**config.mk**
```make
export PLATFORM = sky130hd
export DESIGN_NAME = local_bus_ctrl
export DESIGN_NICKNAME = d
export VERILOG_FILES = /design/src/lbc_pkg.sv /design/src/local_bus_ctrl.sv
export SDC_FILE = /design/constraint.sdc
export NUM_CORES = 1
export LEC_CHECK = 0
export ABC_AREA = 1
export BUFFER_PORTS_ARGS = -buffer_cell sky130_fd_sc_hd__buf_2
export CORE_ASPECT_RATIO = 1.75
export CORE_MARGIN = 8
export CORE_UTILIZATION = 57
export DETAILED_ROUTE_END_ITERATION = 10
export GPL_TIMING_DRIVEN = 0
export PLACE_DENSITY = 0.81
export SYNTH_ARGS = -nofsm -noshare
export SYNTH_HDL_FRONTEND = slang
export SYNTH_SLANG_ARGS = --single-unit
```
**constraint.sdc**
```tcl
create_clock -name clk_sys_i -period 3.3 [get_ports clk_sys_i]
set_input_delay 0.33 -clock clk_sys_i [delete_from_list [all_inputs] [get_ports clk_sys_i]]
set_output_delay 0.33 -clock clk_sys_i [all_outputs]
set_load 0.005 [all_outputs]
```
**src/lbc_pkg.sv**
```systemverilog
// shared types and constants for the local bus control block
// assumes one system clock; chip-select ranges arrive as a loaded config word
package lbc_pkg;

  localparam logic [19:0] UPPER_RESET_START  = 20'hFFC00;
  localparam logic [19:0] UPPER_RESET_END    = 20'hFFFFF;
  localparam logic [19:0] ADDR_ZERO          = 20'h00000;
  localparam logic [3:0]  MID_SHIFT_RESET    = 4'h0;
  localparam int          PERIPH_BLOCK_SHIFT = 7;
  localparam logic [19:0] PERIPH_COUNT       = 20'h00007;
  localparam logic [19:0] MID_COUNT          = 20'h00004;
  localparam logic [7:0]  COPRO_INT_TYPE     = 8'h10;

  typedef enum logic [5:0] {
    ST_IDLE = 6'h01,
    ST_T1   = 6'h02,
    ST_T2   = 6'h04,
    ST_T3   = 6'h08,
    ST_T4   = 6'h10,
    ST_HOLD = 6'h20
  } bus_state_t;

  typedef struct packed {
    logic        valid;
    logic [19:0] addr;
    logic        is_io;
    logic        is_write;
    logic        lock;
    logic        numerics;
  } bus_req_t;

  typedef struct packed {
    logic [19:0] upper_start;
    logic [19:0] upper_end;
    logic        upper_io;
    logic        upper_ign;
    logic        lower_en;
    logic [19:0] lower_end;
    logic        lower_ign;
    logic        mid_en;
    logic [19:0] mid_base;
    logic [3:0]  mid_shift;
    logic        mid_ign;
    logic        periph_en;
    logic [19:0] periph_base;
    logic        periph_io;
    logic        periph_addr_mode;
    logic        periph_ign;
    logic        numerics_mode;
  } cs_cfg_t;

  localparam cs_cfg_t CS_CFG_RESET = '{
    upper_start:      UPPER_RESET_START,
    upper_end:        UPPER_RESET_END,
    upper_io:         1'b0,
    upper_ign:        1'b0,
    lower_en:         1'b0,
    lower_end:        ADDR_ZERO,
    lower_ign:        1'b0,
    mid_en:           1'b0,
    mid_base:         ADDR_ZERO,
    mid_shift:        MID_SHIFT_RESET,
    mid_ign:          1'b0,
    periph_en:        1'b0,
    periph_base:      ADDR_ZERO,
    periph_io:        1'b0,
    periph_addr_mode: 1'b0,
    periph_ign:       1'b0,
    numerics_mode:    1'b0
  };

endpackage

```
**src/local_bus_ctrl.sv**
```systemverilog
// local bus control: strobes, ready, transceivers, lock, hold and chip selects
// assumes the core presents one request at a time and holds it until taken
//
// Function
// - write strobe marks data to be stored
// - queue mode: write pin carries queue status high
// - cycle ends on ready unless ready ignored
// - async ready synchronised on rise, direct on fall
// - transceiver enable only during data transfer
// - direction output follows transfer direction
// - no hold grant while lock is active
// - hold granted only at unlocked instruction boundary
// - bus and control float while hold acknowledged
// - upper select for cycles in its range
// - upper select defaults to top memory kilobyte
// - upper/lower strapped low in reset: float mode
// - lower select off after reset, memory only
// - four mid selects for memory in block
// - numerics mode turns mid pins into handshake
// - error at numerics start raises type 16
// - coprocessor select on coprocessor access
// - seven peripheral selects, top two address option
`timescale 1ns/10ps

module local_bus_ctrl
  import lbc_pkg::*;
(
  input  wire logic       clk_sys_i,
  input  wire logic       rstn_i,
  input  wire bus_req_t   req_i,
  output logic            req_ack_o,
  output logic            bus_done_o,
  input  wire logic       inst_boundary_i,
  input  wire logic       lock_prefix_i,
  input  wire logic [1:0] queue_status_i,
  input  wire logic       queue_mode_strap_n_i,
  input  wire logic       powerdown_i,
  input  wire cs_cfg_t    cs_cfg_i,
  input  wire logic       cs_cfg_load_i,
  input  wire logic       numerics_op_start_i,
  output logic            copro_request_o,
  output logic            copro_int_o,
  output logic [7:0]      copro_int_type_o,
  output logic            clock_output_o,
  input  wire logic       async_ready_in_i,
  input  wire logic       sync_ready_in_i,
  output logic            ale_queue_status_lo_o,
  output logic            write_queue_status_hi_n_o,
  output logic            xcvr_enable_n_o,
  output logic            xcvr_direction_o,
  output logic            ctl_oe_o,
  output logic            bus_oe_o,
  output logic            lock_n_o,
  output logic            lock_oe_o,
  input  wire logic       hold_req_i,
  output logic            bus_grant_ack_o,
  input  wire logic       upper_select_i,
  input  wire logic       lower_select_i,
  output logic            upper_select_n_o,
  output logic            lower_select_n_o,
  output logic            select_oe_o,
  input  wire logic [3:0] midrange_select_i,
  output logic [3:0]      midrange_select_n_o,
  output logic [3:0]      midrange_select_oe_o,
  output logic [4:0]      periph_select_low_five_n_o,
  output logic            periph_select_5_or_addr1_o,
  output logic            periph_select_6_or_addr2_o,
  output logic            emulation_float_mode_o
);

  bus_state_t  state;
  bus_state_t  next_state;
  bus_req_t    cur_req;
  cs_cfg_t     cfg;
  logic        phase;
  logic        ard_sync1;
  logic        ard_sync2;
  logic        ard_rise;
  logic        strap_done;
  logic        float_mode;
  logic        queue_mode;
  logic        in_cycle;
  logic        lock_active;
  logic        grant_hold;
  logic        take_req;
  logic        cycle_ready;
  logic        sel_ignore;
  logic        hit_upper;
  logic        hit_lower;
  logic        hit_mid;
  logic        hit_periph;
  logic [19:0] mid_off;
  logic [19:0] mid_blk;
  logic [19:0] per_off;
  logic [19:0] per_blk;
  logic [3:0]  mid_dec;
  logic [6:0]  per_dec;
  logic        cs_force_off;

  assign in_cycle    = (state == ST_T1) || (state == ST_T2) ||
                       (state == ST_T3) || (state == ST_T4);
  // a locked cycle or a lock prefix sequence keeps other masters out
  assign lock_active = (in_cycle && cur_req.lock) || lock_prefix_i;
  assign grant_hold  = (state == ST_IDLE) && phase && hold_req_i &&
                       inst_boundary_i && !lock_active && !powerdown_i;
  // a pending hold outranks a new core request
  assign take_req    = (state == ST_IDLE) && phase && req_i.valid &&
                       !grant_hold && !powerdown_i && strap_done && !float_mode;

  // address decode of the latched request
  always_comb begin
    mid_off    = cur_req.addr - cfg.mid_base;
    mid_blk    = mid_off >> cfg.mid_shift;
    per_off    = cur_req.addr - cfg.periph_base;
    per_blk    = per_off >> PERIPH_BLOCK_SHIFT;
    hit_upper  = (cur_req.addr >= cfg.upper_start) &&
                 (cur_req.addr <= cfg.upper_end) &&
                 (!cur_req.is_io || cfg.upper_io);
    hit_lower  = cfg.lower_en && !cur_req.is_io &&
                 (cur_req.addr <= cfg.lower_end);
    hit_mid    = cfg.mid_en && !cfg.numerics_mode && !cur_req.is_io &&
                 (cur_req.addr >= cfg.mid_base) && (mid_blk < MID_COUNT);
    hit_periph = cfg.periph_en && (cur_req.is_io == cfg.periph_io) &&
                 (cur_req.addr >= cfg.periph_base) && (per_blk < PERIPH_COUNT);
    mid_dec    = 4'h0;
    per_dec    = 7'h00;
    if (hit_mid) begin
      mid_dec[mid_blk[1:0]] = 1'b1;
    end
    if (hit_periph) begin
      per_dec[per_blk[2:0]] = 1'b1;
    end
    if (cfg.periph_addr_mode) begin
      per_dec[6:5] = 2'h0;
    end
    // a hit in a group set to ignore ready ends the wait by itself
    sel_ignore = (hit_upper && cfg.upper_ign) || (hit_lower && cfg.lower_ign) ||
                 (hit_mid && cfg.mid_ign) || (hit_periph && cfg.periph_ign);
  end

  // async path resolved at rise, both readies qualified at fall
  // sync ready goes straight in, so the far side owns its setup
  assign cycle_ready = sel_ignore || sync_ready_in_i ||
                       (ard_rise && async_ready_in_i);

  // sequencer: each state lasts one processor clock unless waiting
  always_comb begin
    next_state = state;
    unique case (state)
      ST_IDLE: begin
        if (grant_hold) begin
          next_state = ST_HOLD;
        end else if (take_req) begin
          next_state = ST_T1;
        end
      end
      ST_T1: if (phase) next_state = ST_T2;
      ST_T2: if (phase) next_state = ST_T3;
      ST_T3: if (phase && cycle_ready) next_state = ST_T4;
      ST_T4: if (phase) next_state = ST_IDLE;
      ST_HOLD: if (phase && !hold_req_i) next_state = ST_IDLE;
      default: next_state = ST_IDLE;
    endcase
  end

  // processor clock output at half the system rate
  always_ff @(posedge clk_sys_i or negedge rstn_i) begin
    if (!rstn_i) begin
      phase <= 1'b0;
    end else begin
      phase <= !phase;
    end
  end
  assign clock_output_o = phase;

  always_ff @(posedge clk_sys_i or negedge rstn_i) begin
    if (!rstn_i) begin
      state <= ST_IDLE;
    end else begin
      state <= next_state;
    end
  end

  // request latched at take; decode and strobes read only this copy
  always_ff @(posedge clk_sys_i or negedge rstn_i) begin
    if (!rstn_i) begin
      cur_req <= '0;
    end else if (take_req) begin
      cur_req <= req_i;
    end
  end

  always_ff @(posedge clk_sys_i or negedge rstn_i) begin
    if (!rstn_i) begin
      cfg <= CS_CFG_RESET;
    end else if (cs_cfg_load_i) begin
      // loading mid-cycle changes the selects on the next edge
      cfg <= cs_cfg_i;
    end
  end

  // two flops tame the pin; the rise copy is held over to the fall edge
  always_ff @(posedge clk_sys_i or negedge rstn_i) begin
    if (!rstn_i) begin
      ard_sync1 <= 1'b0;
      ard_sync2 <= 1'b0;
      ard_rise  <= 1'b0;
    end else begin
      ard_sync1 <= async_ready_in_i;
      ard_sync2 <= ard_sync1;
      if (!phase) begin
        ard_rise <= ard_sync2;
      end
    end
  end

  // straps are caught on the first edge after reset release
  always_ff @(posedge clk_sys_i or negedge rstn_i) begin
    if (!rstn_i) begin
      strap_done <= 1'b0;
      float_mode <= 1'b0;
      queue_mode <= 1'b0;
    end else if (!strap_done) begin
      strap_done <= 1'b1;
      float_mode <= !upper_select_i && !lower_select_i;
      queue_mode <= !queue_mode_strap_n_i;
    end
  end
  assign emulation_float_mode_o = float_mode;

  // one-cycle handshake pulses back to the core
  always_ff @(posedge clk_sys_i or negedge rstn_i) begin
    if (!rstn_i) begin
      req_ack_o  <= 1'b0;
      bus_done_o <= 1'b0;
    end else begin
      req_ack_o  <= take_req;
      bus_done_o <= (state == ST_T4) && phase;
    end
  end

  // strobes and transceiver control
  always_ff @(posedge clk_sys_i or negedge rstn_i) begin
    if (!rstn_i) begin
      ale_queue_status_lo_o     <= 1'b0;
      write_queue_status_hi_n_o <= 1'b1;
      xcvr_enable_n_o           <= 1'b1;
      xcvr_direction_o          <= 1'b0;
      lock_n_o                  <= 1'b1;
    end else begin
      // queue mode: pins mirror the core queue status every edge
      if (queue_mode) begin
        ale_queue_status_lo_o     <= queue_status_i[0];
        write_queue_status_hi_n_o <= queue_status_i[1];
      end else begin
        ale_queue_status_lo_o     <= (state == ST_T1);
        write_queue_status_hi_n_o <= !(cur_req.is_write &&
                                       ((state == ST_T2) || (state == ST_T3)));
      end
      xcvr_enable_n_o  <= !((state == ST_T2) || (state == ST_T3) ||
                            ((state == ST_T4) && cur_req.is_write));
      if (in_cycle) begin
        xcvr_direction_o <= cur_req.is_write;
      end
      lock_n_o <= !lock_active;
    end
  end

  // output enables: floated in reset and in float mode; all but select_oe_o also float in hold
  always_ff @(posedge clk_sys_i or negedge rstn_i) begin
    if (!rstn_i) begin
      ctl_oe_o    <= 1'b0;
      bus_oe_o    <= 1'b0;
      lock_oe_o   <= 1'b0;
      select_oe_o <= 1'b0;
    end else begin
      ctl_oe_o    <= strap_done && !float_mode && (next_state != ST_HOLD);
      bus_oe_o    <= strap_done && !float_mode && (next_state != ST_HOLD);
      lock_oe_o   <= strap_done && !float_mode && (next_state != ST_HOLD);
      select_oe_o <= strap_done && !float_mode;
    end
  end

  // grant tracks the sequencer and drops on the next edge in powerdown
  always_ff @(posedge clk_sys_i or negedge rstn_i) begin
    if (!rstn_i) begin
      bus_grant_ack_o <= 1'b0;
    end else begin
      bus_grant_ack_o <= (next_state == ST_HOLD) && !powerdown_i;
    end
  end

  // chip selects, active low
  // decode reads the latched request, so selects lag the state by one edge
  assign cs_force_off = !in_cycle || powerdown_i || (state == ST_HOLD);

  always_ff @(posedge clk_sys_i or negedge rstn_i) begin
    if (!rstn_i) begin
      upper_select_n_o           <= 1'b1;
      lower_select_n_o           <= 1'b1;
      midrange_select_n_o        <= 4'hF;
      periph_select_low_five_n_o <= 5'h1F;
      periph_select_5_or_addr1_o <= 1'b1;
      periph_select_6_or_addr2_o <= 1'b1;
    end else begin
      upper_select_n_o           <= cs_force_off || !hit_upper;
      lower_select_n_o           <= cs_force_off || !hit_lower;
      periph_select_low_five_n_o <= cs_force_off ? 5'h1F : ~per_dec[4:0];
      if (cfg.periph_addr_mode) begin
        periph_select_5_or_addr1_o <= cur_req.addr[1];
        periph_select_6_or_addr2_o <= cur_req.addr[2];
      end else begin
        periph_select_5_or_addr1_o <= cs_force_off || !per_dec[5];
        periph_select_6_or_addr2_o <= cs_force_off || !per_dec[6];
      end
      if (cfg.numerics_mode) begin
        midrange_select_n_o <= {!(!cs_force_off && cur_req.numerics), 3'h7};
      end else begin
        midrange_select_n_o <= cs_force_off ? 4'hF : ~mid_dec;
      end
    end
  end

  // pins 0 and 1 turn into inputs in numerics mode
  assign midrange_select_oe_o = {select_oe_o, select_oe_o,
                                 select_oe_o && !cfg.numerics_mode,
                                 select_oe_o && !cfg.numerics_mode};
  assign copro_request_o      = cfg.numerics_mode && midrange_select_i[0];

  // error pin is active low; the interrupt type is fixed
  always_ff @(posedge clk_sys_i or negedge rstn_i) begin
    if (!rstn_i) begin
      copro_int_o      <= 1'b0;
      copro_int_type_o <= 8'h00;
    end else begin
      copro_int_o      <= numerics_op_start_i && cfg.numerics_mode &&
                          !midrange_select_i[1];
      copro_int_type_o <= COPRO_INT_TYPE;
    end
  end

endmodule // local_bus_ctrl

```
==> impl_metrics.toml, run 1 <==
[placed_design]
place_ws_ps = -79.5
portBuffers = 189
dp.cells = 1954
gp_congestion = 0.966
placed_cell_area_mm2 = 0.0125
dpl.hpwl_um = 27400

[worst_setup_path]
r2r_start = "cur_req[11]$_DFFE_PN0P_"
cp.arrival_ps = 3440
crit_path_end = "state[3]$_DFF_PN0_"
endpoint_kind = "flop"
crit_required_ps = 3640
worst_path_max_delay_cell = "dfrtp_2"
max_stage_delay_ps = 540
worstPathMaxFanout = 6
rr_endpoint = "state[3]$_DFF_PN0_"
critPathMostFrequentCell = "nand2_1"
cp.depth = 19
crit_type = "reg2reg"
crit_path_cell_trace = "ha_1 -> nand2_1 -> inv_1 -> a21oi_2 -> nand2_2 -> nand2_1 -> nand2_1 -> nand2_1 -> nand3_1 -> nand2_1 -> nand2_1 -> nand2_1 -> nand3_1 -> nand2_1 -> nand4_1 -> nand3_2 -> nand2_1 -> nand2_1 -> nand2_1"
cp_top_family = "simple AND/OR/NAND/NOR gates"
ff2ff_setup_slack_ps = 200
worst-path-buf-inv = 1
start_kind = "flop"
rr_worst_depth = 19
crit_path_start = "cur_req[11]$_DFFE_PN0P_"

[synthesis]
syn_inst = 1513
yosysSeqAreaShare = 0.397
netlist_area_mm2 = 0.0112
yosysTopAreaCell = "dfrtp_1"
ys_ff_latch = 176
synth_top_cell_area_share = 0.287
syn_avg_cell_area_um2 = 7.42
synthTopCellsByArea = "dfrtp_1 29%, nand2_1 15%, ha_1 11%"
yosysUniqueCellTypes = 48
ys.warnings.count = 0

[sta]
finalCritPeriodShare = 0.940
slew_violations = 0
rsz0062_at_grt = "false"
relSlewSlack = 0.457
tightest_slew_ps = 815
clock.fmax_ghz = 0.322
setup_tns_ps = 0
fin_skew_ps = 13.0
layout_min_cycle_time_ps = 3100
setup_viol_count_final = 0
layout_setup_ws_ps = 199
hold_violations = 0

[detailed_routing]
drt_iter0_drc = 748
viasPerCell = 5.44
via_count = 10800
wl_um = 34800
drc = 0
ant_nets = 0
drtPass1Iterations = 6
wire_per_inst_um = 17.5

[clock_network]
root_buffer = "clkbuf_16"
cts_max_level = 4
cts.clk_slew.worst_paths_ps = 70
clock_path_buffers = 2
cts_num_sinks = 176
clock_latency_ps = 450
cts_tree = "built"
numCtsBuffers = 17

[global_route]
grt_pass1_vias = 10900
overflow = 0
grt_max_degree = 109
grt_usage = 0.286
antenna_found_initial = 0
grt_pass1_wl_um = 54400

[die]
start_util = 0.574
die_w_um = 122
core_mm2 = 0.0196
die-area_mm2 = 0.0246
die_h_um = 202
rows = 68
io_pins = 200

[pwr]
p_leak_uw = 0.00714
ir_drop_v = 0.000400
p_per_area_mw_per_mm2 = 725
power_uw = 9590

[layout]
layout.cells.non_filler = 1991
final.fill_count = 1726
layout_commonest_cell = "nand2_1"
num_antenna_cells = 0
layout_common_cells = "445 x nand2_1, 224 x inv_1, 190 x buf_2"
final_area_mm2 = 0.0132
nets = 1993
area_delta_synth_final_pct = 17.7
drive_gt1_frac = 0.186

[worst_hold_path]
hold_path_class = "in2reg"

[outcome]
outcome = "complete, no violations"

[run]
max-cap-violations = 0
[power breakdown]
| part | internal (uW) | leakage [uW] | total (uW) | switching [uW] |
|---|---|---|---|---|
| clock | 1160 | 0.000285 | 2100 | 949 |
| sequential | 2470 | 0.00208 | 2980 | 508 |
| combinational | 1650 | 0.00478 | 4510 | 2860 |
[worst min-delay path by stage]
stage | startpoint | to | slack (ps) | depth (start not counted)
final | midrange_select_i[1] | copro_int_o$_DFF_PN0_ | 30 | 2
after global routing | midrange_select_i[1] | copro_int_o$_DFF_PN0_ | 30 | 2
after CTS | midrange_select_i[1] | copro_int_o$_DFF_PN0_ | 20 | 2
after detailed placement | rstn_i | cfg[8]$_DFFE_PN0P_ | 320 | 1
after global placement | ard_sync1$_DFF_PN0_ | ard_sync2$_DFF_PN0_ | 340 | 0
after floorplan | rstn_i | ale_queue_status_lo_o$_DFF_PN0_ | 30 | 0
[logic make-up after synthesis]
group / Yosys count / synth area share
XOR/XNOR: 5 / 0.00390
adder cells (fa/ha/maj): 101 / 0.113
AO/OA/AOI/OAI: 238 / 0.111
flip-flops: 176 / 0.397
buffers and inverters: 277 / 0.0985
AND/OR/NAND/NOR: 703 / 0.264
other: 2 / 0.000669
multiplexers: 11 / 0.0110
[sequential cells by signal (all words and copies together) (netlist names), 4 cells and up]
signal and cells:
cfg 115, cur_req 24, state 6, periph_select_low_five_n_o 5, midrange_select_n_o 4
[metal layers]
metal	share of wire	wire length, um	vias to the layer above	global-route usage
met2	0.52	18200	354	0.512
met1	0.37	12800	5063	0.307
met3	0.058	2030	96	0.0519
li1	-	-	5316	-
met4	0.049	1690	0	0.155
met5	0	0	-	0
[synth_stat cells (all sizes together)]
cell type and n:
or3b 1, dfstp 47, nor3 19, nor4 4, nand2 447, nand3b 5, clkinv 2, o21ai 140
and3 1, a21boi 1, fa 1, o31ai 1, buf 20, clkbuf 26, conb 2, o221ai 1
xor2 3, a211oi 1, o21bai 4, a22oi 1, nor2 83, a31oi 2, a21o 1, or2 3
nand4 36, xnor2 2, ha 100, o211ai 7, a21oi 77, inv 229, dfrtp 129, nand3 96
mux2 11, a41oi 2, nor3b 2, and2 6
[repair_timing]
item | in CTS | in global routing
hold endpoints to repair | 55 | 0
pin swaps | 0 | 1
setup endpoints to repair | 3 | 5
resized for setup | 4 | 10
hold buffers | 3 | 0
setup buffers | 0 | 2
[cell type report]
cell class                 count  area, um2  share of cell area
buffer                        46        239              0.0181
timing repair buffer         195       1030              0.0778
multi-input combinational   1066       5700               0.432
tap                          245        307              0.0232
clock buffer                  19        443              0.0335
sequential                   176       4470               0.338
inverter                     231        871              0.0659
clock inverter                13        154              0.0116
[worst reg2reg max path: stages, from the launching register on]
cell,delay (ps)
dfrtp_2,540
ha_1,450
nand2_1,190
inv_1,80
a21oi_2,270
nand2_2,140
nand2_1,100
nand2_1,50
nand2_1,110
nand3_1,80
nand2_1,110
nand2_1,70
nand2_1,100
nand3_1,90
nand2_1,120
nand4_1,170
nand3_2,140
nand2_1,70
nand2_1,70
nand2_1,50
[through the flow]
stage	utilization	hold slack [ps]
after floorplan	-	34.4
after global placement	0.639	336
after detailed placement	0.641	319
after CTS	0.673	20.8
after global routing	0.675	32.0
final	0.675	25.8
Note: power is estimated with default switching activity, not from simulation.
==> inputs of run 2 (changes only) <==
--- a/config.mk
+++ b/config.mk
@@ -7,12 +7,14 @@
 export LEC_CHECK = 0
 export ABC_AREA = 1
 export BUFFER_PORTS_ARGS = -buffer_cell sky130_fd_sc_hd__buf_2
+export CELL_PAD_IN_SITES_DETAIL_PLACEMENT = 2
+export CELL_PAD_IN_SITES_GLOBAL_PLACEMENT = 2
 export CORE_ASPECT_RATIO = 1.75
 export CORE_MARGIN = 8
-export CORE_UTILIZATION = 57
+export CORE_UTILIZATION = 32
 export DETAILED_ROUTE_END_ITERATION = 10
 export GPL_TIMING_DRIVEN = 0
-export PLACE_DENSITY = 0.81
+export PLACE_DENSITY_LB_ADDON = 0.1
 export SYNTH_ARGS = -nofsm -noshare
 export SYNTH_HDL_FRONTEND = slang
 export SYNTH_SLANG_ARGS = --single-unit
==> run 2 against run 1 <==
Net effect:
- total power rose by 8.3%
- combinational power increased by 14%
- largest power group unchanged
- critical path type unchanged
- global-route usage decreased by 6.3 points
- cell area grew 4.6%
- critical endpoint unchanged
==> impl_metrics.toml, run 2 (synthesized netlist as in run 1, its figures left out) <==
[outcome]
outcome = "complete, no violations"

[global_route]
grt_util_met1 = 0.227
grt_pass1_wl_um = 70000
antenna_found_initial = 0
grt_pass1_vias = 12900
overflow = 0
grt_usage = 0.224
top_usage_layer = "met2"
grt_max_degree = 91
use_met3 = 0.0265
use_met2 = 0.433

[placed_design]
place_ws_ps = -578
dpl.hpwl_um = 36600
portBuffers = 189
gp_congestion = 0.830
placed_cell_area_mm2 = 0.0128

[clock_network]
cts.clk_slew.worst_paths_ps = 80
clock_path_buffers = 2
root_buffer = "clkbuf_16"
cts_max_level = 4
numCtsBuffers = 17
cts_num_sinks = 176
clock_latency_ps = 460
cts_tree = "built"

[detailed_routing]
wire_per_inst_um = 20.7
wl_um = 45900
drtPass1Iterations = 5
drt_iter0_drc = 382
ant_nets = 0
via_count = 11200
viasPerCell = 5.03
drc = 0

[layout]
top_register = "cfg"
area_delta_synth_final_pct = 23.1
layout_common_cells = "437 x nand2_1, 223 x inv_1, 190 x buf_2"
reg_top3 = "cfg x115, cur_req x24, state x6"
num_antenna_cells = 0
largest_reg_flops = 115
nets = 2000
layout_commonest_cell = "nand2_1"
final_area_mm2 = 0.0138
drive_gt1_frac = 0.218

[sta]
layout_min_cycle_time_ps = 3120
layout_setup_ws_ps = 179
relSlewSlack = 0.332
tightest_slew_ps = 1000
finalCritPeriodShare = 0.946
setup_tns_ps = 0
fin_skew_ps = 12.6
slew_violations = 0
setup_viol_count_final = 0
clock.fmax_ghz = 0.320
hold_violations = 0

[worst_setup_path]
start_kind = "flop"
endpoint_kind = "flop"
crit_type = "reg2reg"
worstPathMaxFanout = 3
cp.arrival_ps = 3480
r2r_start = "cur_req[4]$_DFFE_PN0P_"
crit_required_ps = 3660
rr_endpoint = "state[3]$_DFF_PN0_"
ff2ff_setup_slack_ps = 180
crit_path_start = "cur_req[4]$_DFFE_PN0P_"
rr_worst_depth = 21

[die]
start_util = 0.321
io_pins = 200
die-area_mm2 = 0.0416
die_h_um = 264
die_w_um = 158
rows = 91
core_mm2 = 0.0350

[pwr]
p_per_area_mw_per_mm2 = 751
p_leak_uw = 0.00720
power_uw = 10400
ir_drop_v = 0.000414

[worst_hold_path]
min_delay_path_depth = 2
hold_path_class = "in2reg"
holdCritStartpoint = "midrange_select_i[1]"
worstHoldEndpoint = "copro_int_o$_DFF_PN0_"

[run]
max-cap-violations = 0
==> run 2: cell types whose count changed in the layout (fill, tap and decap cells not counted), sizes merged <==
cell / delta
inv: -1
buf: +7
clkbuf: -2
clkinv: +5
clkinvlp: -2
==> run 2: worst max path at each step <==
stage / depth (start not counted) / slack (ps) / endpoint
global route: 17 / -40 / state[3]$_DFF_PN0_
finish: 21 / 180 / state[3]$_DFF_PN0_
CTS: 19 / 1 / state[3]$_DFF_PN0_
floorplan: 20 / 870 / midrange_select_n_o[3]$_DFF_PN1_
global placement: 1 / -1100 / cfg[62]$_DFFE_PN0P_
detailed placement: 20 / -580 / state[3]$_DFF_PN0_
==> run 2: final cells by class <==
class / instances / area [um2]
fillers: 4211 / 21100
clock buffers: 17 / 425
flip-flops and latches: 176 / 4490
inverters: 231 / 875
repair buffers: 202 / 1090
clock inverters: 15 / 220
multi-input cells: 1066 / 5900
well taps: 465 / 582
plain buffers: 46 / 239
==> run 2: power breakdown <==
| group | leakage (uW) | switching (uW) | total (uW) | internal, uW |
|---|---|---|---|---|
| logic | 0.00482 | 3270 | 5120 | 1850 |
| clock network | 0.000313 | 1060 | 2230 | 1170 |
| registers | 0.00206 | 529 | 3020 | 2490 |
| total | 0.00720 | 4860 | 10400 | 5510 |
==> run 2: routing by layer <==
metal | part of all wire | vias to the layer above
met5 | 0 | -
met4 | 0.041 | 0
met3 | 0.027 | 62
met2 | 0.56 | 206
met1 | 0.37 | 5568
li1 | - | 5324
==> run 2: through the flow <==
stage	instances	utilization	hold slack, ps
2_1_floorplan	1519	-	34.4
3_3_place_gp	2173	0.366	334
3_5_place_dp	2174	0.367	346
4_1_cts	2212	0.388	10.2
5_1_grt	2218	0.396	28.7
6_report	2218	0.396	29.2
==> run 2: critical path, cell delays in order (launching register included) <==
cell,delay [ps]
dfrtp_1,390
clkinvlp_4,130
buf_12,150
ha_4,150
fa_2,360
inv_2,100
nand2_1,70
nand2_2,90
nand3_1,110
nand3_1,130
nand2_1,70
nand2_1,70
and2_1,140
nand3_1,90
a21oi_1,170
nand3_1,100
nand2_2,90
nand4_1,190
nand3_2,170
nand2_1,80
nand2_1,90
nand2_1,50
==> run 2: repair_timing <==
item | CTS | global route
endpoints found under the hold margin | 63 | 0
pin swaps | 2 | 6
setup endpoints to repair | 10 | 12
buffers inserted | 3 | 6
resized for setup | 18 | 58
hold buffers | 3 | 0
==> inputs of run 3 (changes only) <==
==> constraint.sdc (replaced) <==
create_clock -name clk_sys_i -period 3.4 [get_ports clk_sys_i]
set_input_delay 0.34 -clock clk_sys_i [delete_from_list [all_inputs] [get_ports clk_sys_i]]
set_output_delay 0.34 -clock clk_sys_i [all_outputs]
set_load 0.005 [all_outputs]
==> run 3 against run 2 <==
Net effect:
- fmax down 3.0%
- sequential share of layout area up 0.45 points
- cell count down 0.27%
- flip-flop and latch count unchanged
- core utilization down 0.69 points
- clock skew up 2.8 ps
- sequential power down 3%
- highest routed layer unchanged
- worst setup slack better by 2.4 ps
- clock power down 3%
- via count down 0.37%
==> impl_metrics.toml, run 3 (synthesized netlist as in run 1, its figures left out) <==
[worst_setup_path]
crit_required_ps = 3760
max_stage_delay_ps = 590
worst_path_max_delay_cell = "dfrtp_1"
rr_endpoint = "state[3]$_DFF_PN0_"
endpoint_kind = "flop"
critPathMostFrequentCell = "nand2_1"
cp.arrival_ps = 3580
ff2ff_setup_slack_ps = 180
start_kind = "flop"
rr_worst_depth = 16
r2r_start = "cur_req[13]$_DFFE_PN0P_"
crit_type = "reg2reg"
crit_path_cell_trace = "ha_1 -> nand2_1 -> o21ai_0 -> inv_1 -> nand3_1 -> nand2_1 -> nand2_1 -> nand3_1 -> nor2_1 -> nand4_1 -> nor2_1 -> nand4_1 -> nand3_2 -> nand2_1 -> nand2_1 -> nand2_1"
worstPathMaxFanout = 6

[worst_hold_path]
holdCritStartpoint = "midrange_select_i[1]"
worstHoldEndpoint = "copro_int_o$_DFF_PN0_"
min_delay_path_depth = 2
hold_path_class = "in2reg"

[sta]
layout_setup_ws_ps = 182
layout_min_cycle_time_ps = 3220
slew_violations = 0
relSlewSlack = 0.338
tightest_slew_ps = 993
fin_skew_ps = 15.4
timing.hold.ws_ps = 40.0
clock.fmax_ghz = 0.311
setup_viol_count_final = 0
setup_tns_ps = 0
finalCritPeriodShare = 0.947
rsz0062_at_grt = "true"
hold_violations = 0

[detailed_routing]
viasPerCell = 5.03
wire_per_inst_um = 20.5
via_count = 11100
drtPass1Iterations = 6
wl_um = 45400
drt_iter0_drc = 404
drc = 0
ant_nets = 0

[pwr]
ir_drop_v = 0.000403
power_uw = 9800
p_per_area_mw_per_mm2 = 722
p_leak_uw = 0.00718

[layout]
layout.cells.non_filler = 2212
top_register = "cfg"
multi_input_area_mm2 = 0.00573
area_delta_synth_final_pct = 21.0
final.fill_count = 4240
drive_gt1_frac = 0.191
layout_common_cells = "445 x nand2_1, 223 x inv_1, 190 x buf_2"
layout_commonest_cell = "nand2_1"
ff_latch_area_mm2 = 0.00448
num_antenna_cells = 0
reg_top3 = "cfg x115, cur_req x24, state x6"
nets = 1994
largest_reg_flops = 115

[placed_design]
dpl.hpwl_um = 36600
gp_congestion = 0.830
portBuffers = 189
dp.cells = 2174
place_ws_ps = -478

[run]
max-cap-violations = 0

[die]
io_pins = 200
core_mm2 = 0.0350
start_util = 0.321
die-area_mm2 = 0.0416
die_w_um = 158
die_h_um = 264
rows = 91

[clock_network]
cts_tree = "built"
cts_num_sinks = 176
numCtsBuffers = 17
clock_path_buffers = 2
root_buffer = "clkbuf_16"
cts_max_level = 4
clock_latency_ps = 460
cts.clk_slew.worst_paths_ps = 80

[global_route]
grt_max_degree = 91
grt_pass1_vias = 12900
grt_pass1_wl_um = 70000
overflow = 0
antenna_found_initial = 0
grt_usage = 0.224

[outcome]
outcome = "complete, no violations"
-- run 3: cell types whose count changed in the layout (fill, tap and decap cells not counted), sizes merged --
cell  delta
buf      -6
-- run 3: worst max-delay path by stage --
stage | from | endpoint | slack [ps] | cells past startpoint
after floorplan | cur_req[4]$_DFFE_PN0P_ | midrange_select_n_o[3]$_DFF_PN1_ | 970 | 20
after global placement | rstn_i | cfg[62]$_DFFE_PN0P_ | -1010 | 1
after detailed placement | cur_req[5]$_DFFE_PN0P_ | state[3]$_DFF_PN0_ | -480 | 20
after CTS | cur_req[4]$_DFFE_PN0P_ | state[3]$_DFF_PN0_ | 10 | 21
after global routing | cur_req[4]$_DFFE_PN0P_ | state[3]$_DFF_PN0_ | -50 | 21
final | cur_req[13]$_DFFE_PN0P_ | state[3]$_DFF_PN0_ | 180 | 16
-- run 3: per-layer routing --
metal  global-route usage  routed length (um)  vias to the layer above
met3               0.0265                1170                       64
li1                     -                   -                     5310
met4                0.110                2080                        0
met5                    0                   0                        -
met1                0.227               17000                     5548
met2                0.434               25200                      197
-- run 3: worst max-delay path: cells and delay by family, from the launching register on --
family / cells / cell delay [ps]
flip-flops: 1 / 590
buffers and inverters: 1 / 110
adder cells (fa/ha/maj): 1 / 490
AND/OR/NAND/NOR: 13 / 1530
AO/OA/AOI/OAI: 1 / 380
-- run 3: final cells by class --
class,instances,area share
clock buffers,17,0.0313
well taps,465,0.0428
multi-input cells,1066,0.422
flip-flops and latches,176,0.330
inverters,231,0.0644
plain buffers,46,0.0176
repair buffers,196,0.0765
clock inverters,15,0.0162
-- run 3: timing repair --
item / CTS / global route
setup buffers: 3 / 0
gates cloned: 0 / 0
pin swaps: 1 / 2
hold endpoints to repair: 63 / 0
hold buffers: 3 / 0
resized for setup: 13 / 11
endpoints found under the setup margin: 6 / 10
-- run 3: power by group --
group	switching [uW]	leakage (uW)	internal, uW
Combinational	3060	0.00480	1640
Clock	1040	0.000313	1140
Sequential	531	0.00207	2400
-- run 3: stage by stage --
step / util / cell area [um2]
2_1_floorplan: - / 11300
3_3_place_gp: 0.366 / 12800
3_5_place_dp: 0.367 / 12800
4_1_cts: 0.387 / 13500
5_1_grt: 0.389 / 13600
6_report: 0.389 / 13600
